[src/verilog/bdc_pkg.sv]
// Purpose: Constants and types for the two-bridge constant off-time chopper.
// Assumes: 125 MHz system clock; register bus is Avalon-MM with waitrequest.
// Notes: Times are kept in ns and turned into cycle counts here.
// Contract
// - Insert a dead interval between one leg transistor off and the other on.
// - Two independent chopper controllers, each with own sense, reference and off timer.
// - Sense above reference triggers off-time timer and ends on state.
// - Stay off for the whole timer, then return to on.
// - Effective off interval is timer duration plus one dead interval.
// - Mask comparator for 1 us after a transistor turns on.
// - Enforce a minimum on interval of 1.5 us before a trip ends it.
// - Short on intervals still work; off interval may then vary.
// - Off timer duration is programmable, range about 6.6 us to 6 ms; the code clamps to 5.6 us to 5.999 ms.
// - Decay select low gives fast decay: both conducting transistors off.
// - Decay select high gives slow decay: only the low-side switched off.
// - Fast decay rectifies with the low-side beside the diode only.
// - Fast decay restores on-state transistors only after a dead interval.
// - Slow decay drives opposite high-side in synchronous rectification after dead interval.
// - Slow decay turns low-side back on only after a dead interval.
// - Enable line is shared with the internal fault open-drain pull-down.
// - Sequencer phase and enable controls set each bridge's polarity and activation.
// - On overcurrent fault the device pulls the enable line low.
package bdc_pkg;
  localparam int CLK_NS = 8;
  localparam int DEAD_NS = 1000;
  localparam int BLANK_NS = 1000;
  localparam int MIN_ON_NS = 1500;
  localparam int OFF_MIN_NS = 5600;
  localparam int OFF_MAX_NS = 5999000;
  localparam logic [9:0] DEAD_CYC = 10'((DEAD_NS + CLK_NS - 1) / CLK_NS);
  localparam logic [9:0] BLANK_CYC = 10'((BLANK_NS + CLK_NS - 1) / CLK_NS);
  localparam logic [9:0] MIN_ON_CYC = 10'((MIN_ON_NS + CLK_NS - 1) / CLK_NS);
  localparam logic [19:0] OFF_MIN_CYC = 20'((OFF_MIN_NS + CLK_NS - 1) / CLK_NS);
  localparam logic [19:0] OFF_MAX_CYC = 20'(OFF_MAX_NS / CLK_NS);
  localparam logic [19:0] OFF_RST = 20'h02710;
  // Register word offsets (byte addresses).
  localparam logic [3:0] ADDR_CTRL = 4'h0;
  localparam logic [3:0] ADDR_OFFA = 4'h4;
  localparam logic [3:0] ADDR_OFFB = 4'h8;
  localparam logic [3:0] ADDR_STAT = 4'hC;
  // Control register bit positions and reset value.
  localparam int CTRL_DECAY = 0;
  localparam int CTRL_FAULT = 1;
  localparam logic [1:0] CTRL_RST = 2'h0;
  typedef enum logic [2:0] {BDC_IDLE, BDC_DEAD_ON, BDC_ON, BDC_DEAD_OFF, BDC_OFF, BDC_DEAD_RET} bdc_st_t;
endpackage : bdc_pkg

[src/verilog/bdc_top.sv]
// Purpose: Two constant off-time choppers with decay patterns and dead intervals.
// Assumes: All inputs except arst_n synchronous to sys_clk; comparators are digital inputs.
// Notes: Gate outputs per bridge: [0] high-side A leg, [1] low-side A,
//   [2] high-side B leg, [3] low-side B. Phase high makes HA and LB the pair.
`timescale 1ns/100ps
module bdc_top
  import bdc_pkg::*;
(
  input wire logic sys_clk, // System clock, 125 MHz.
  input wire logic arst_n, // Asynchronous reset, active low.
  input wire logic [1:0] trip, // Sense above reference, per bridge.
  input wire logic [1:0] phase, // Drive polarity per bridge.
  input wire logic [1:0] bridge_en, // Sequencer enable per bridge.
  input wire logic decay_sel, // Decay select pin, high is slow decay.
  input wire logic enable_in, // Level seen on the shared enable line.
  input wire logic fault_det, // Overcurrent or thermal fault level.
  output logic enable_o, // Enable line driven low by the pull-down.
  output logic enable_oe, // Pull-down active.
  output logic [3:0] gate_a, // Gates of bridge A.
  output logic [3:0] gate_b, // Gates of bridge B.
  input wire logic [3:0] avs_address, // Byte address.
  input wire logic avs_read, // Read request.
  input wire logic avs_write, // Write request.
  input wire logic [31:0] avs_writedata, // Write data.
  output logic [31:0] avs_readdata, // Read data.
  output logic avs_waitrequest // Wait request.
);
  typedef struct packed {
    bdc_st_t [1:0] st;
    logic [1:0][19:0] cnt;
    logic [1:0][9:0] ton;
    logic [1:0] slow;
    logic [1:0] ph;
    logic [1:0][19:0] offc;
    logic [1:0] ctrl;
    logic acked;
    logic [31:0] rdata;
    logic [1:0][3:0] gate;
  } bdc_state_t;

  bdc_state_t s;
  bdc_state_t next_s;
  logic en_ok;
  logic [1:0] gated_trip;

  // Clamp an off-time value into the supported range.
  function automatic logic [19:0] clamp_off(input logic [31:0] v);
    logic [19:0] r;
    r = v[19:0];
    if (v > {12'h000, OFF_MAX_CYC}) begin
      r = OFF_MAX_CYC;
    end else if (v[19:0] < OFF_MIN_CYC) begin
      r = OFF_MIN_CYC;
    end
    return r;
  endfunction : clamp_off

  // Gate pattern from state, phase and decay choice.
  function automatic logic [3:0] pattern(input bdc_st_t st, input logic ph, input logic slow);
    logic [3:0] g;
    g = 4'h0;
    case (st)
      BDC_ON: g = ph ? 4'h9 : 4'h6;
      BDC_DEAD_OFF, BDC_DEAD_RET: g = slow ? (ph ? 4'h1 : 4'h4) : 4'h0;
      BDC_OFF: g = slow ? 4'h5 : (ph ? 4'h2 : 4'h8);
      default: g = 4'h0;
    endcase
    return g;
  endfunction : pattern

  // Fault pull-down shares the enable line; device only sinks, never sources.
  assign enable_o = 1'b0;
  assign enable_oe = fault_det | s.ctrl[CTRL_FAULT];
  assign en_ok = enable_in & ~enable_oe;
  assign gate_a = s.gate[0];
  assign gate_b = s.gate[1];
  assign avs_readdata = s.rdata;
  assign avs_waitrequest = (avs_read | avs_write) & ~s.acked;

  // Per-bridge sequencing, then bus access.
  always_comb begin
    next_s = s;
    gated_trip = 2'h0;
    for (int i = 0; i < 2; i++) begin
      if (next_s.ton[i] != 10'h3FF) begin
        next_s.ton[i] = s.ton[i] + 10'h001;
      end
      next_s.cnt[i] = s.cnt[i] + 20'h00001;
      // Blanking and minimum on time both hold the trip off; min-on covers blanking.
      gated_trip[i] = trip[i] && s.ton[i] >= BLANK_CYC && s.ton[i] >= MIN_ON_CYC;
      if (!en_ok || !bridge_en[i]) begin
        next_s.st[i] = BDC_IDLE;
      end else begin
        case (s.st[i])
          BDC_IDLE: begin
            next_s.st[i] = BDC_DEAD_ON;
            next_s.cnt[i] = 20'h00000;
            next_s.ph[i] = phase[i];
          end
          BDC_DEAD_ON, BDC_DEAD_RET: begin
            if (s.cnt[i] >= {10'h000, DEAD_CYC} - 20'h00001) begin
              next_s.st[i] = BDC_ON;
              next_s.ton[i] = 10'h000;
            end
          end
          BDC_ON: begin
            if (gated_trip[i]) begin
              next_s.st[i] = BDC_DEAD_OFF;
              next_s.cnt[i] = 20'h00000;
              next_s.slow[i] = decay_sel;
            end else if (phase[i] != s.ph[i]) begin
              // A polarity flip would swap both legs at once, so it passes through a dead interval.
              next_s.st[i] = BDC_DEAD_ON;
              next_s.cnt[i] = 20'h00000;
              next_s.ph[i] = phase[i];
            end
          end
          BDC_DEAD_OFF: begin
            // Timer runs from the trip; dead interval is part of it.
            if (s.cnt[i] >= {10'h000, DEAD_CYC} - 20'h00001) begin
              next_s.st[i] = BDC_OFF;
            end
          end
          BDC_OFF: begin
            // Short on intervals need no recharge wait; holds trivially.
            if (s.cnt[i] >= s.offc[i] - 20'h00001) begin
              next_s.st[i] = BDC_DEAD_RET;
              next_s.cnt[i] = 20'h00000;
            end
          end
          default: next_s.st[i] = BDC_IDLE;
        endcase
      end
      next_s.gate[i] = pattern(next_s.st[i], next_s.ph[i], next_s.slow[i]);
    end
    // Avalon slave: one wait cycle, then answer.
    next_s.acked = 1'b0;
    if ((avs_read | avs_write) && !s.acked) begin
      next_s.acked = 1'b1;
      next_s.rdata = 32'h00000000;
      if (avs_write) begin
        case (avs_address)
          ADDR_CTRL: next_s.ctrl = avs_writedata[1:0];
          ADDR_OFFA: next_s.offc[0] = clamp_off(avs_writedata);
          ADDR_OFFB: next_s.offc[1] = clamp_off(avs_writedata);
          default: next_s.acked = 1'b1;
        endcase
      end else begin
        case (avs_address)
          ADDR_CTRL: next_s.rdata = {30'h0, s.ctrl};
          ADDR_OFFA: next_s.rdata = {12'h000, s.offc[0]};
          ADDR_OFFB: next_s.rdata = {12'h000, s.offc[1]};
          ADDR_STAT: next_s.rdata = {23'h0, enable_oe, en_ok, 1'b0, s.st[1], s.st[0]};
          default: next_s.rdata = 32'h00000000;
        endcase
      end
    end
  end

  // Register the whole state.
  always_ff @(posedge sys_clk or negedge arst_n) begin
    if (!arst_n) begin
      s <= '0;
      s.offc <= {OFF_RST, OFF_RST};
      s.ctrl <= CTRL_RST;
    end else begin
      s <= next_s;
    end
  end

  // Decay select in the control register is unused; the pin governs decay.
  property p_dead_before_on;
    @(posedge sys_clk) disable iff (!arst_n)
      $rose(s.st[0] == BDC_ON) |-> $past(s.st[0] == BDC_DEAD_ON || s.st[0] == BDC_DEAD_RET);
  endproperty
  a_dead_before_on: assert property (p_dead_before_on) else $error("On without dead interval.");
  property p_no_shoot;
    @(posedge sys_clk) disable iff (!arst_n)
      !(gate_a[0] && gate_a[1]) && !(gate_a[2] && gate_a[3]);
  endproperty
  a_no_shoot: assert property (p_no_shoot) else $error("Leg cross conduction.");
  property p_trip;
    @(posedge sys_clk) disable iff (!arst_n)
      s.st[0] == BDC_ON && gated_trip[0] && en_ok && bridge_en[0] |=> s.st[0] == BDC_DEAD_OFF;
  endproperty
  a_trip: assert property (p_trip) else $error("Trip did not end on state.");
  property p_min_on;
    @(posedge sys_clk) disable iff (!arst_n)
      s.st[0] == BDC_ON && s.ton[0] < MIN_ON_CYC && en_ok && bridge_en[0] |=> s.st[0] != BDC_DEAD_OFF;
  endproperty
  a_min_on: assert property (p_min_on) else $error("On interval ended early.");
  property p_disable;
    @(posedge sys_clk) disable iff (!arst_n)
      !en_ok |=> gate_a == 4'h0 && gate_b == 4'h0;
  endproperty
  a_disable: assert property (p_disable) else $error("Gates on while disabled.");
  property p_fast;
    @(posedge sys_clk) disable iff (!arst_n)
      s.st[0] == BDC_OFF && !s.slow[0] |-> gate_a[0] == 1'b0 && gate_a[2] == 1'b0;
  endproperty
  a_fast: assert property (p_fast) else $error("High-side used in fast decay.");
  property p_slow;
    @(posedge sys_clk) disable iff (!arst_n)
      s.st[0] == BDC_OFF && s.slow[0] |-> gate_a == 4'h5;
  endproperty
  a_slow: assert property (p_slow) else $error("Slow decay pattern wrong.");
  property p_diag;
    @(posedge sys_clk) disable iff (!arst_n)
      s.st[0] == BDC_ON && $past(s.st[0] == BDC_ON) |-> gate_a == ($past(phase[0]) ? 4'h9 : 4'h6);
  endproperty
  a_diag: assert property (p_diag) else $error("Wrong diagonal.");
  property p_fault;
    @(posedge sys_clk) disable iff (!arst_n)
      fault_det |-> enable_oe && !enable_o;
  endproperty
  a_fault: assert property (p_fault) else $error("Fault did not pull enable.");
  // Bridge B runs the same sequencer; these checks mirror the bridge A ones.
  property p_dead_before_on_b;
    @(posedge sys_clk) disable iff (!arst_n)
      $rose(s.st[1] == BDC_ON) |-> $past(s.st[1] == BDC_DEAD_ON || s.st[1] == BDC_DEAD_RET);
  endproperty
  a_dead_before_on_b: assert property (p_dead_before_on_b) else $error("Bridge B on without dead interval.");
  property p_no_shoot_b;
    @(posedge sys_clk) disable iff (!arst_n)
      !(gate_b[0] && gate_b[1]) && !(gate_b[2] && gate_b[3]);
  endproperty
  a_no_shoot_b: assert property (p_no_shoot_b) else $error("Bridge B leg cross conduction.");
  property p_trip_b;
    @(posedge sys_clk) disable iff (!arst_n)
      s.st[1] == BDC_ON && gated_trip[1] && en_ok && bridge_en[1] |=> s.st[1] == BDC_DEAD_OFF;
  endproperty
  a_trip_b: assert property (p_trip_b) else $error("Bridge B trip did not end on state.");
  property p_min_on_b;
    @(posedge sys_clk) disable iff (!arst_n)
      s.st[1] == BDC_ON && s.ton[1] < MIN_ON_CYC && en_ok && bridge_en[1] |=> s.st[1] != BDC_DEAD_OFF;
  endproperty
  a_min_on_b: assert property (p_min_on_b) else $error("Bridge B on interval ended early.");
  property p_fast_b;
    @(posedge sys_clk) disable iff (!arst_n)
      s.st[1] == BDC_OFF && !s.slow[1] |-> gate_b[0] == 1'b0 && gate_b[2] == 1'b0;
  endproperty
  a_fast_b: assert property (p_fast_b) else $error("Bridge B high-side used in fast decay.");
  property p_slow_b;
    @(posedge sys_clk) disable iff (!arst_n)
      s.st[1] == BDC_OFF && s.slow[1] |-> gate_b == 4'h5;
  endproperty
  a_slow_b: assert property (p_slow_b) else $error("Bridge B slow decay pattern wrong.");
  property p_diag_b;
    @(posedge sys_clk) disable iff (!arst_n)
      s.st[1] == BDC_ON && $past(s.st[1] == BDC_ON) |-> gate_b == ($past(phase[1]) ? 4'h9 : 4'h6);
  endproperty
  a_diag_b: assert property (p_diag_b) else $error("Bridge B wrong diagonal.");
  // Dead intervals last exactly DEAD_CYC cycles; an early exit would risk shoot-through.
  property p_dead_len;
    @(posedge sys_clk) disable iff (!arst_n)
      $rose(s.st[0] == BDC_DEAD_OFF) |-> ##124 s.st[0] != BDC_OFF ##1 s.st[0] != BDC_DEAD_OFF;
  endproperty
  a_dead_len: assert property (p_dead_len) else $error("Off dead interval wrong length.");
  property p_ret_len;
    @(posedge sys_clk) disable iff (!arst_n)
      $rose(s.st[0] == BDC_DEAD_RET) |-> ##124 s.st[0] != BDC_ON ##1 s.st[0] != BDC_DEAD_RET;
  endproperty
  a_ret_len: assert property (p_ret_len) else $error("Return dead interval wrong length.");
  property p_dead_len_b;
    @(posedge sys_clk) disable iff (!arst_n)
      $rose(s.st[1] == BDC_DEAD_OFF) |-> ##124 s.st[1] != BDC_OFF ##1 s.st[1] != BDC_DEAD_OFF;
  endproperty
  a_dead_len_b: assert property (p_dead_len_b) else $error("Bridge B off dead interval wrong length.");
  property p_ret_len_b;
    @(posedge sys_clk) disable iff (!arst_n)
      $rose(s.st[1] == BDC_DEAD_RET) |-> ##124 s.st[1] != BDC_ON ##1 s.st[1] != BDC_DEAD_RET;
  endproperty
  a_ret_len_b: assert property (p_ret_len_b) else $error("Bridge B return dead interval wrong length.");
  // Per leg, the partner gate stays off for a while after one gate falls.
  property p_leg_a_hi;
    @(posedge sys_clk) disable iff (!arst_n)
      $fell(gate_a[1]) |-> (!gate_a[0]) [*8];
  endproperty
  a_leg_a_hi: assert property (p_leg_a_hi) else $error("Leg A high-side on too soon.");
  property p_leg_a_lo;
    @(posedge sys_clk) disable iff (!arst_n)
      $fell(gate_a[0]) |-> (!gate_a[1]) [*8];
  endproperty
  a_leg_a_lo: assert property (p_leg_a_lo) else $error("Leg A low-side on too soon.");
  property p_leg_b_hi;
    @(posedge sys_clk) disable iff (!arst_n)
      $fell(gate_a[3]) |-> (!gate_a[2]) [*8];
  endproperty
  a_leg_b_hi: assert property (p_leg_b_hi) else $error("Leg B high-side on too soon.");
  property p_leg_b_lo;
    @(posedge sys_clk) disable iff (!arst_n)
      $fell(gate_a[2]) |-> (!gate_a[3]) [*8];
  endproperty
  a_leg_b_lo: assert property (p_leg_b_lo) else $error("Leg B low-side on too soon.");
  // The same leg checks on bridge B.
  property p_bleg_a_hi;
    @(posedge sys_clk) disable iff (!arst_n)
      $fell(gate_b[1]) |-> (!gate_b[0]) [*8];
  endproperty
  a_bleg_a_hi: assert property (p_bleg_a_hi) else $error("Bridge B leg A high-side on too soon.");
  property p_bleg_a_lo;
    @(posedge sys_clk) disable iff (!arst_n)
      $fell(gate_b[0]) |-> (!gate_b[1]) [*8];
  endproperty
  a_bleg_a_lo: assert property (p_bleg_a_lo) else $error("Bridge B leg A low-side on too soon.");
  property p_bleg_b_hi;
    @(posedge sys_clk) disable iff (!arst_n)
      $fell(gate_b[3]) |-> (!gate_b[2]) [*8];
  endproperty
  a_bleg_b_hi: assert property (p_bleg_b_hi) else $error("Bridge B leg B high-side on too soon.");
  property p_bleg_b_lo;
    @(posedge sys_clk) disable iff (!arst_n)
      $fell(gate_b[2]) |-> (!gate_b[3]) [*8];
  endproperty
  a_bleg_b_lo: assert property (p_bleg_b_lo) else $error("Bridge B leg B low-side on too soon.");
  // Off timer holds and releases on its count, and the bus answers after one wait cycle.
  property p_off_hold;
    @(posedge sys_clk) disable iff (!arst_n)
      s.st[0] == BDC_OFF && s.cnt[0] < s.offc[0] - 20'h00001 && en_ok && bridge_en[0] |=> s.st[0] == BDC_OFF;
  endproperty
  a_off_hold: assert property (p_off_hold) else $error("Off interval cut short.");
  property p_off_hold_b;
    @(posedge sys_clk) disable iff (!arst_n)
      s.st[1] == BDC_OFF && s.cnt[1] < s.offc[1] - 20'h00001 && en_ok && bridge_en[1] |=> s.st[1] == BDC_OFF;
  endproperty
  a_off_hold_b: assert property (p_off_hold_b) else $error("Bridge B off interval cut short.");
  property p_off_end;
    @(posedge sys_clk) disable iff (!arst_n)
      s.st[0] == BDC_OFF && s.cnt[0] >= s.offc[0] - 20'h00001 && en_ok && bridge_en[0] |=> s.st[0] == BDC_DEAD_RET;
  endproperty
  a_off_end: assert property (p_off_end) else $error("Off interval did not end.");
  property p_offc_range;
    @(posedge sys_clk) disable iff (!arst_n)
      s.offc[0] >= OFF_MIN_CYC && s.offc[0] <= OFF_MAX_CYC &&
      s.offc[1] >= OFF_MIN_CYC && s.offc[1] <= OFF_MAX_CYC;
  endproperty
  a_offc_range: assert property (p_offc_range) else $error("Off count out of range.");
  property p_bus_wait;
    @(posedge sys_clk) disable iff (!arst_n)
      (avs_read || avs_write) && avs_waitrequest |=> !avs_waitrequest;
  endproperty
  a_bus_wait: assert property (p_bus_wait) else $error("Bus answer late.");
  c_trip: cover property (@(posedge sys_clk) disable iff (!arst_n) s.st[0] == BDC_DEAD_OFF);
  c_ret: cover property (@(posedge sys_clk) disable iff (!arst_n) s.st[1] == BDC_DEAD_RET);
  c_slow: cover property (@(posedge sys_clk) disable iff (!arst_n) s.st[0] == BDC_OFF && s.slow[0]);
  // Fast decay and a polarity flip are the remaining paths worth seeing.
  c_fast: cover property (@(posedge sys_clk) disable iff (!arst_n) s.st[1] == BDC_OFF && !s.slow[1]);
  c_flip: cover property (@(posedge sys_clk) disable iff (!arst_n) s.st[1] == BDC_DEAD_ON && $past(s.st[1] == BDC_ON));
endmodule : bdc_top

[config.mk]
export PLATFORM = sky130hd
export DESIGN_NAME = bdc_top
export DESIGN_NICKNAME = d
export VERILOG_FILES = /design/src/verilog/bdc_pkg.sv /design/src/verilog/bdc_top.sv
export SDC_FILE = /design/constraint.sdc
export NUM_CORES = 1
export LEC_CHECK = 0
export ABC_CLOCK_PERIOD_IN_PS = 4150
export BUFFER_PORTS_ARGS = -buffer_cell sky130_fd_sc_hd__buf_2
export CORE_UTILIZATION = 35
export CTS_CLUSTER_DIAMETER = 60
export DETAILED_ROUTE_END_ITERATION = 16
export PLACE_DENSITY_LB_ADDON = 0.1
export SLEW_MARGIN = 30
export SYNTH_ARGS = -nofsm -noshare
export SYNTH_HDL_FRONTEND = slang
export SYNTH_SLANG_ARGS = --single-unit
[constraint.sdc]
create_clock -name sys_clk -period 4.15 [get_ports sys_clk]
set_input_delay 0.6225 -clock sys_clk [delete_from_list [all_inputs] [get_ports sys_clk]]
set_output_delay 0.6225 -clock sys_clk [all_outputs]
set_load 0.05 [all_outputs]
# Yosys cells after proc, flatten, opt, wreduce, memory -nomap -nowiden
# Cells that the tools add are included.
[totals]
word_cells = 146
inputBits = 49
out_inout_bits = 43
ff_bits = 153
[op_classes]
n_reduce_logical = 21
n_lt_le_gt_ge = 10
n_bitwise = 6
add_sub_neg = 6
eq_ne = 25
muxes = 63
[op_table]
columns = ["operator", "count"]
rows = [
  ["20-bit 2-to-1 mux", 11],
  ["20-bit case mux with 3 select lines", 2],
  ["10-bit 2-to-1 mux", 8],
  ["20-bit case mux with 4 select lines", 1],
  ["3-bit 2-to-1 mux", 16],
  ["20-bit by 1-bit adder with 20-bit output, second input constant", 2],
  ["20-bit >= comparator", 2],
  ["20-bit by 7-bit >= comparator with 1-bit output, second input constant", 2],
  ["20-bit by 1-bit subtractor with 20-bit output, second input constant", 2],
  ["33-bit 2-to-1 mux", 1],
  ["32-bit by 20-bit greater-than comparator with 1-bit output, second input constant", 1],
  ["3-bit case mux with 5 select lines", 2],
  ["3-bit by 2-bit equality test with 1-bit output, second input constant", 8],
  ["3-bit equality test, second input constant", 8],
  ["4-bit 2-to-1 mux", 6],
  ["4-bit case mux with 3 select lines", 2],
  ["10-bit by 1-bit adder with 10-bit output, second input constant", 2],
  ["10-bit by 7-bit >= comparator with 1-bit output, second input constant", 2],
  ["10-bit by 8-bit >= comparator with 1-bit output, second input constant", 2],
  ["20-bit by 10-bit < comparator with 1-bit output, second input constant", 1],
  ["10-bit != test, second input constant", 2],
  ["1-bit 2-to-1 mux", 12],
  ["3-bit AND reduction", 3],
  ["4-bit equality test, second input constant", 2],
  ["other kinds (13)", 31],
]

# Depth between registers and ports, before layout
[depth]
depth_word = 9
ltp_mapped = 15
mapped_depth_nobuf = 14

# Worst setup path after synthesis
# No wires, ideal clock.
[synth_timing]
path_type = "register to register"
from = "register s[48] (netlist name)"
to = "register s[108] (netlist name)"
n_path_buf = 1
setup_slack_ps = 909
stages_incl_launch_ff = 14
period_less_slack_ps = 3241
setup_ps = 73
required_time_ps = 4077
arrival_time_ps = 3169
path_cell_list = "dfrtp_1 -> nor4_1 -> nand2_1 -> nor4_1 -> xnor2_1 -> ha_1 -> a21oi_1 -> o21ai_1 -> a2111oi_2 -> o41ai_1 -> a211o_1 -> a32o_1 -> buf_2 -> nor2b_1"
[synth_lines]
columns = ["item", "line", "text"]
rows = [
  ["from (decl)", "bdc_top.sv:41", "bdc_state_t s;"],
  ["from (signal assigned)", "bdc_top.sv:167", "s <= next_s;"],
]

==> metrics.log <==
[metrics] status: finished clean
[metrics] root cell of the clock tree: sky130_fd_sc_hd__clkbuf_16
[metrics] total of warnings raised by yosys: 0
[metrics] Clock H-tree levels: 4
[metrics] clock buffers created by TritonCTS: 17
[metrics] Unique masters post-synth: 75
[metrics] Setup Total Neg Slack: 0 ps
[metrics] Buf/Inv on CP: 0
[metrics] Routed Wire Length: between 20 and 25 mm
[metrics] buffer depth of the longest clock path: 2
[metrics] post-route design area: 9560 um2
[metrics] hold buffer count at CTS: 0
[metrics] pre-CTS WS: 578 ps
[metrics] via density per instance: 5.01
[metrics] antenna violations before repair: 0
[metrics] largest fanout on the critical path: 5
[metrics] CP Capture Type: flop
[metrics] setup slack of the critical path after layout: 546 ps
[metrics] post-DP HPWL: approximately 16 mm
[metrics] Starting DRT DRC Count: 306
[metrics] Final Slew Violations: 0
[metrics] worst clock skew: between 10 and 15 ps
[metrics] required time at the endpoint of the critical path: about 4500 ps
[metrics] share of the clock period used by the worst path: 0.868
[metrics] insertion delay to the later sink of the worst-skew pair: between 400 and 500 ps
[metrics] routed metal-1 wire length: between 10 and 15 mm
[metrics] final core utilization: 0.405
[metrics] Vias: between 6000 and 7000
[metrics] CTS sink cnt: 141
[metrics] part of the Yosys area used for sequential elements: 0.418
[metrics] cell family with the largest share of critical-path delay: compound AO/OA/AOI/OAI gates
[metrics] commonest register cell after synthesis: sky130_fd_sc_hd__dfrtp_1
[metrics] final-layout fill cell count: ~2400
[metrics] cell total after placement: 1274
[metrics] uppermost signal routing layer after detailed routing: met4
[metrics] kind of critical path: flop to flop
[metrics] post-detailed-route wirelength per cell: roughly 16 um
[metrics] Max transition margin: 0.436
[metrics] die outline area: between 20000 and 25000 um2
[metrics] RSZ-0062 raised after global routing: no
[metrics] number of rows in the core area: 56
[metrics] count of maximum capacitance violations: 0
[metrics] number of primary I/O pins: 92
[metrics] Mapped Avg Cell Area: between 9 and 10 um2
[metrics] number of register bits inferred by synthesis: roughly 140
[metrics] Max Clk Rate: roughly 0.28 GHz
[metrics] Nets: 1073
[metrics] biggest cell delay along the critical path: 550 ps
[metrics] post-synthesis cell area: between 8000 and 9000 um2
[metrics] overall power consumption: 4.59 mW
[metrics] placeable core region: 23600 um2
[metrics] number of setup violations in the final report: 0
[metrics] via count of the first global-routing pass: 6425
[metrics] Pre-Repair DR Iteration Count: 4
[metrics] maximum number of pins on one net before global-route repair: 91
[metrics] Post-CTS Setup Bufs: 0
[metrics] actual slew at the worst max-slew pin: 844 ps
[metrics] worst vdd rail ir drop: about 0.21 mV
[metrics] met2 WL: between 9 and 10 mm
[metrics] fraction of final layout cells sized beyond drive strength 1: 0.152
[metrics] detailed-route DRC error count: 0
[metrics] final global-route overflow total: 0
[metrics] final std cells w/o fill: between 1000 and 1500
[metrics] layout-stage area growth over the synthesis result: 13.0%
[metrics] Pleak: about 4.3 nW
[metrics] async set-or-reset flop fraction in the synthesized netlist: 1.00
[metrics] post-cts gate resize count: 0
[metrics] number of port buffers: between 70 and 80
[metrics] launching element type of the critical path: flop
[metrics] met3 wire length: a little under 500 um
[metrics] final antenna diode count: 0
[metrics] Total GRT Usage: 0.182
[metrics] cell chain of the critical path: or4_1 > nor2_1 > nand2_1 > nor2_2 > xnor2_1 > ha_1 > a21oi_1 > o21ai_1 > a2111oi_0 > o41ai_1 > a31o_1 > a32oi_1 > a22o_1
[metrics] count of final hold-check violations: 0
[metrics] number of synthesized flops with an enable pin: 0
[metrics] Placer Congestion: roughly 0.81
[metrics] Tmin final: roughly 3600 ps
[metrics] arrival time at the worst endpoint: ~4000 ps
[metrics] critical path's slowest cell: sky130_fd_sc_hd__or4_1
[metrics] post-route ant nets: 0
[metrics] die height: 158 um
[metrics] initial standard-cell utilization of the core: 0.358
[metrics] clock tree from TritonCTS: done
[metrics] Hold Slack: ~290 ps
[metrics] global-route wire length before repair: ~35 mm
[metrics] instance count of the mapped netlist: around 930
[metrics] horizontal extent of the die: 158 um
[metrics] Worst Hold Class: input port to async pin
[metrics] power per standard cell area: approximately 480 nW/um2
[metrics] placement-stage cell area: 8960 um2
[metrics] clock slew at the register clock pins of the worst setup and hold paths: 60 ps
## cell families after synthesis
logic type                 count (synthesis)  synth area share
AOI/OAI and AO/OA                        167             0.131
xor gates and xnor gates                  85            0.0880
adders and majority gates                 50            0.0739
buffers and inverters                     96            0.0621
DFF                                      141             0.418
muxes                                     15            0.0195
other                                      1          0.000443
and+or+nand+nor                          370             0.207
## report_power, final
group	switching [mW]	internal [mW]	leakage, nW	total [mW]
sequential	0.315	1.62	1.83	1.93
combinational	0.589	0.476	2.21	1.06
clock	0.642	0.950	0.288	1.59
total	1.55	3.04	4.32	4.59
## worst paths after layout
check,start,to,slack [ps],cells past startpoint
setup / recovery,s[68]$_DFFE_PN0P_,gate_b[0]$_DFF_PN0_,550,13
hold / removal,arst_n,s[123]$_DFF_PN0_,290,1
setup reg to reg,s[68]$_DFFE_PN0P_,gate_b[0]$_DFF_PN0_,550,13
hold reg to reg,avs_readdata[15]$_DFFE_PN0P_,avs_readdata[15]$_DFFE_PN0P_,470,2
max in group asynchronous,arst_n,s[67]$_DFFE_PN1P_,3060,2
min in group sys_clk,avs_readdata[15]$_DFFE_PN0P_,avs_readdata[15]$_DFFE_PN0P_,470,2
## state kept, by name, summed over array words and instances, names as in the netlist
register,cells
s,113
avs_readdata,20
gate_a,4
gate_b,4
## metal layers
layer  vias up  track usage
met5         -            0
li1       3295            -
met3        12       0.0336
met2        77        0.294
met1      3155        0.248
met4         0       0.0485
## worst register-to-register path, delay by kind of cell (launching register included)
kind,cells,cell delay (ps)
xor+xnor,1,160
compound gates,7,1640
flops,1,420
simple gates,4,1050
fa+ha+maj,1,290
## cell usage in the layout, fill, tap and decap left out, types with 12 or more instances in the layout
cell and instances:
sky130_fd_sc_hd__nand3_1 28, sky130_fd_sc_hd__a21oi_1 31, sky130_fd_sc_hd__nor4_1 18, sky130_fd_sc_hd__conb_1 13, sky130_fd_sc_hd__dfrtp_1 131, sky130_fd_sc_hd__o21ai_0 53, sky130_fd_sc_hd__ha_1 50, sky130_fd_sc_hd__xor2_1 46
sky130_fd_sc_hd__nand2_1 121, sky130_fd_sc_hd__nor2_1 106, sky130_fd_sc_hd__buf_2 77, sky130_fd_sc_hd__a22oi_1 12, sky130_fd_sc_hd__nor3_1 20, sky130_fd_sc_hd__xnor2_1 39, sky130_fd_sc_hd__nand4_1 21, sky130_fd_sc_hd__clkbuf_16 17
sky130_fd_sc_hd__inv_1 28
## synth_stat cells, drive strengths merged (3+ instances only)
cell type,number,area share
nor2b,7,0.0052
ha,50,0.074
dfrtp,131,0.39
xor2,46,0.048
nand2,121,0.054
o21ai,64,0.038
and3,7,0.0052
mux2,9,0.012
or4,6,0.0053
a22oi,12,0.011
clkbuf,21,0.0093
and2,12,0.0089
o22a,4,0.0041
nand3,28,0.017
and4,5,0.0058
o21bai,4,0.0035
nand4,21,0.016
nor4,19,0.015
buf,46,0.040
a21oi,31,0.018
a221oi,3,0.0031
a211oi,5,0.0044
or3,3,0.0022
nor3,21,0.013
dfstp,10,0.031
inv,28,0.012
nand3b,5,0.0044
a41o,3,0.0035
a2111oi,3,0.0040
a22o,9,0.0093
xnor2,39,0.040
mux2i,6,0.0075
nor2,107,0.048
## final cells by class
type | count | area (um2) | area share
Inverter | 29 | 109 | 0.0114
Clock inverter | 13 | 164 | 0.0171
Sequential cell | 141 | 3540 | 0.370
Clock buffer | 19 | 433 | 0.0453
Timing Repair Buffer | 85 | 464 | 0.0486
Multi-Input combinational cell | 700 | 4450 | 0.466
Tap cell | 319 | 399 | 0.0417
Note: power is estimated with default switching activity, not from simulation.
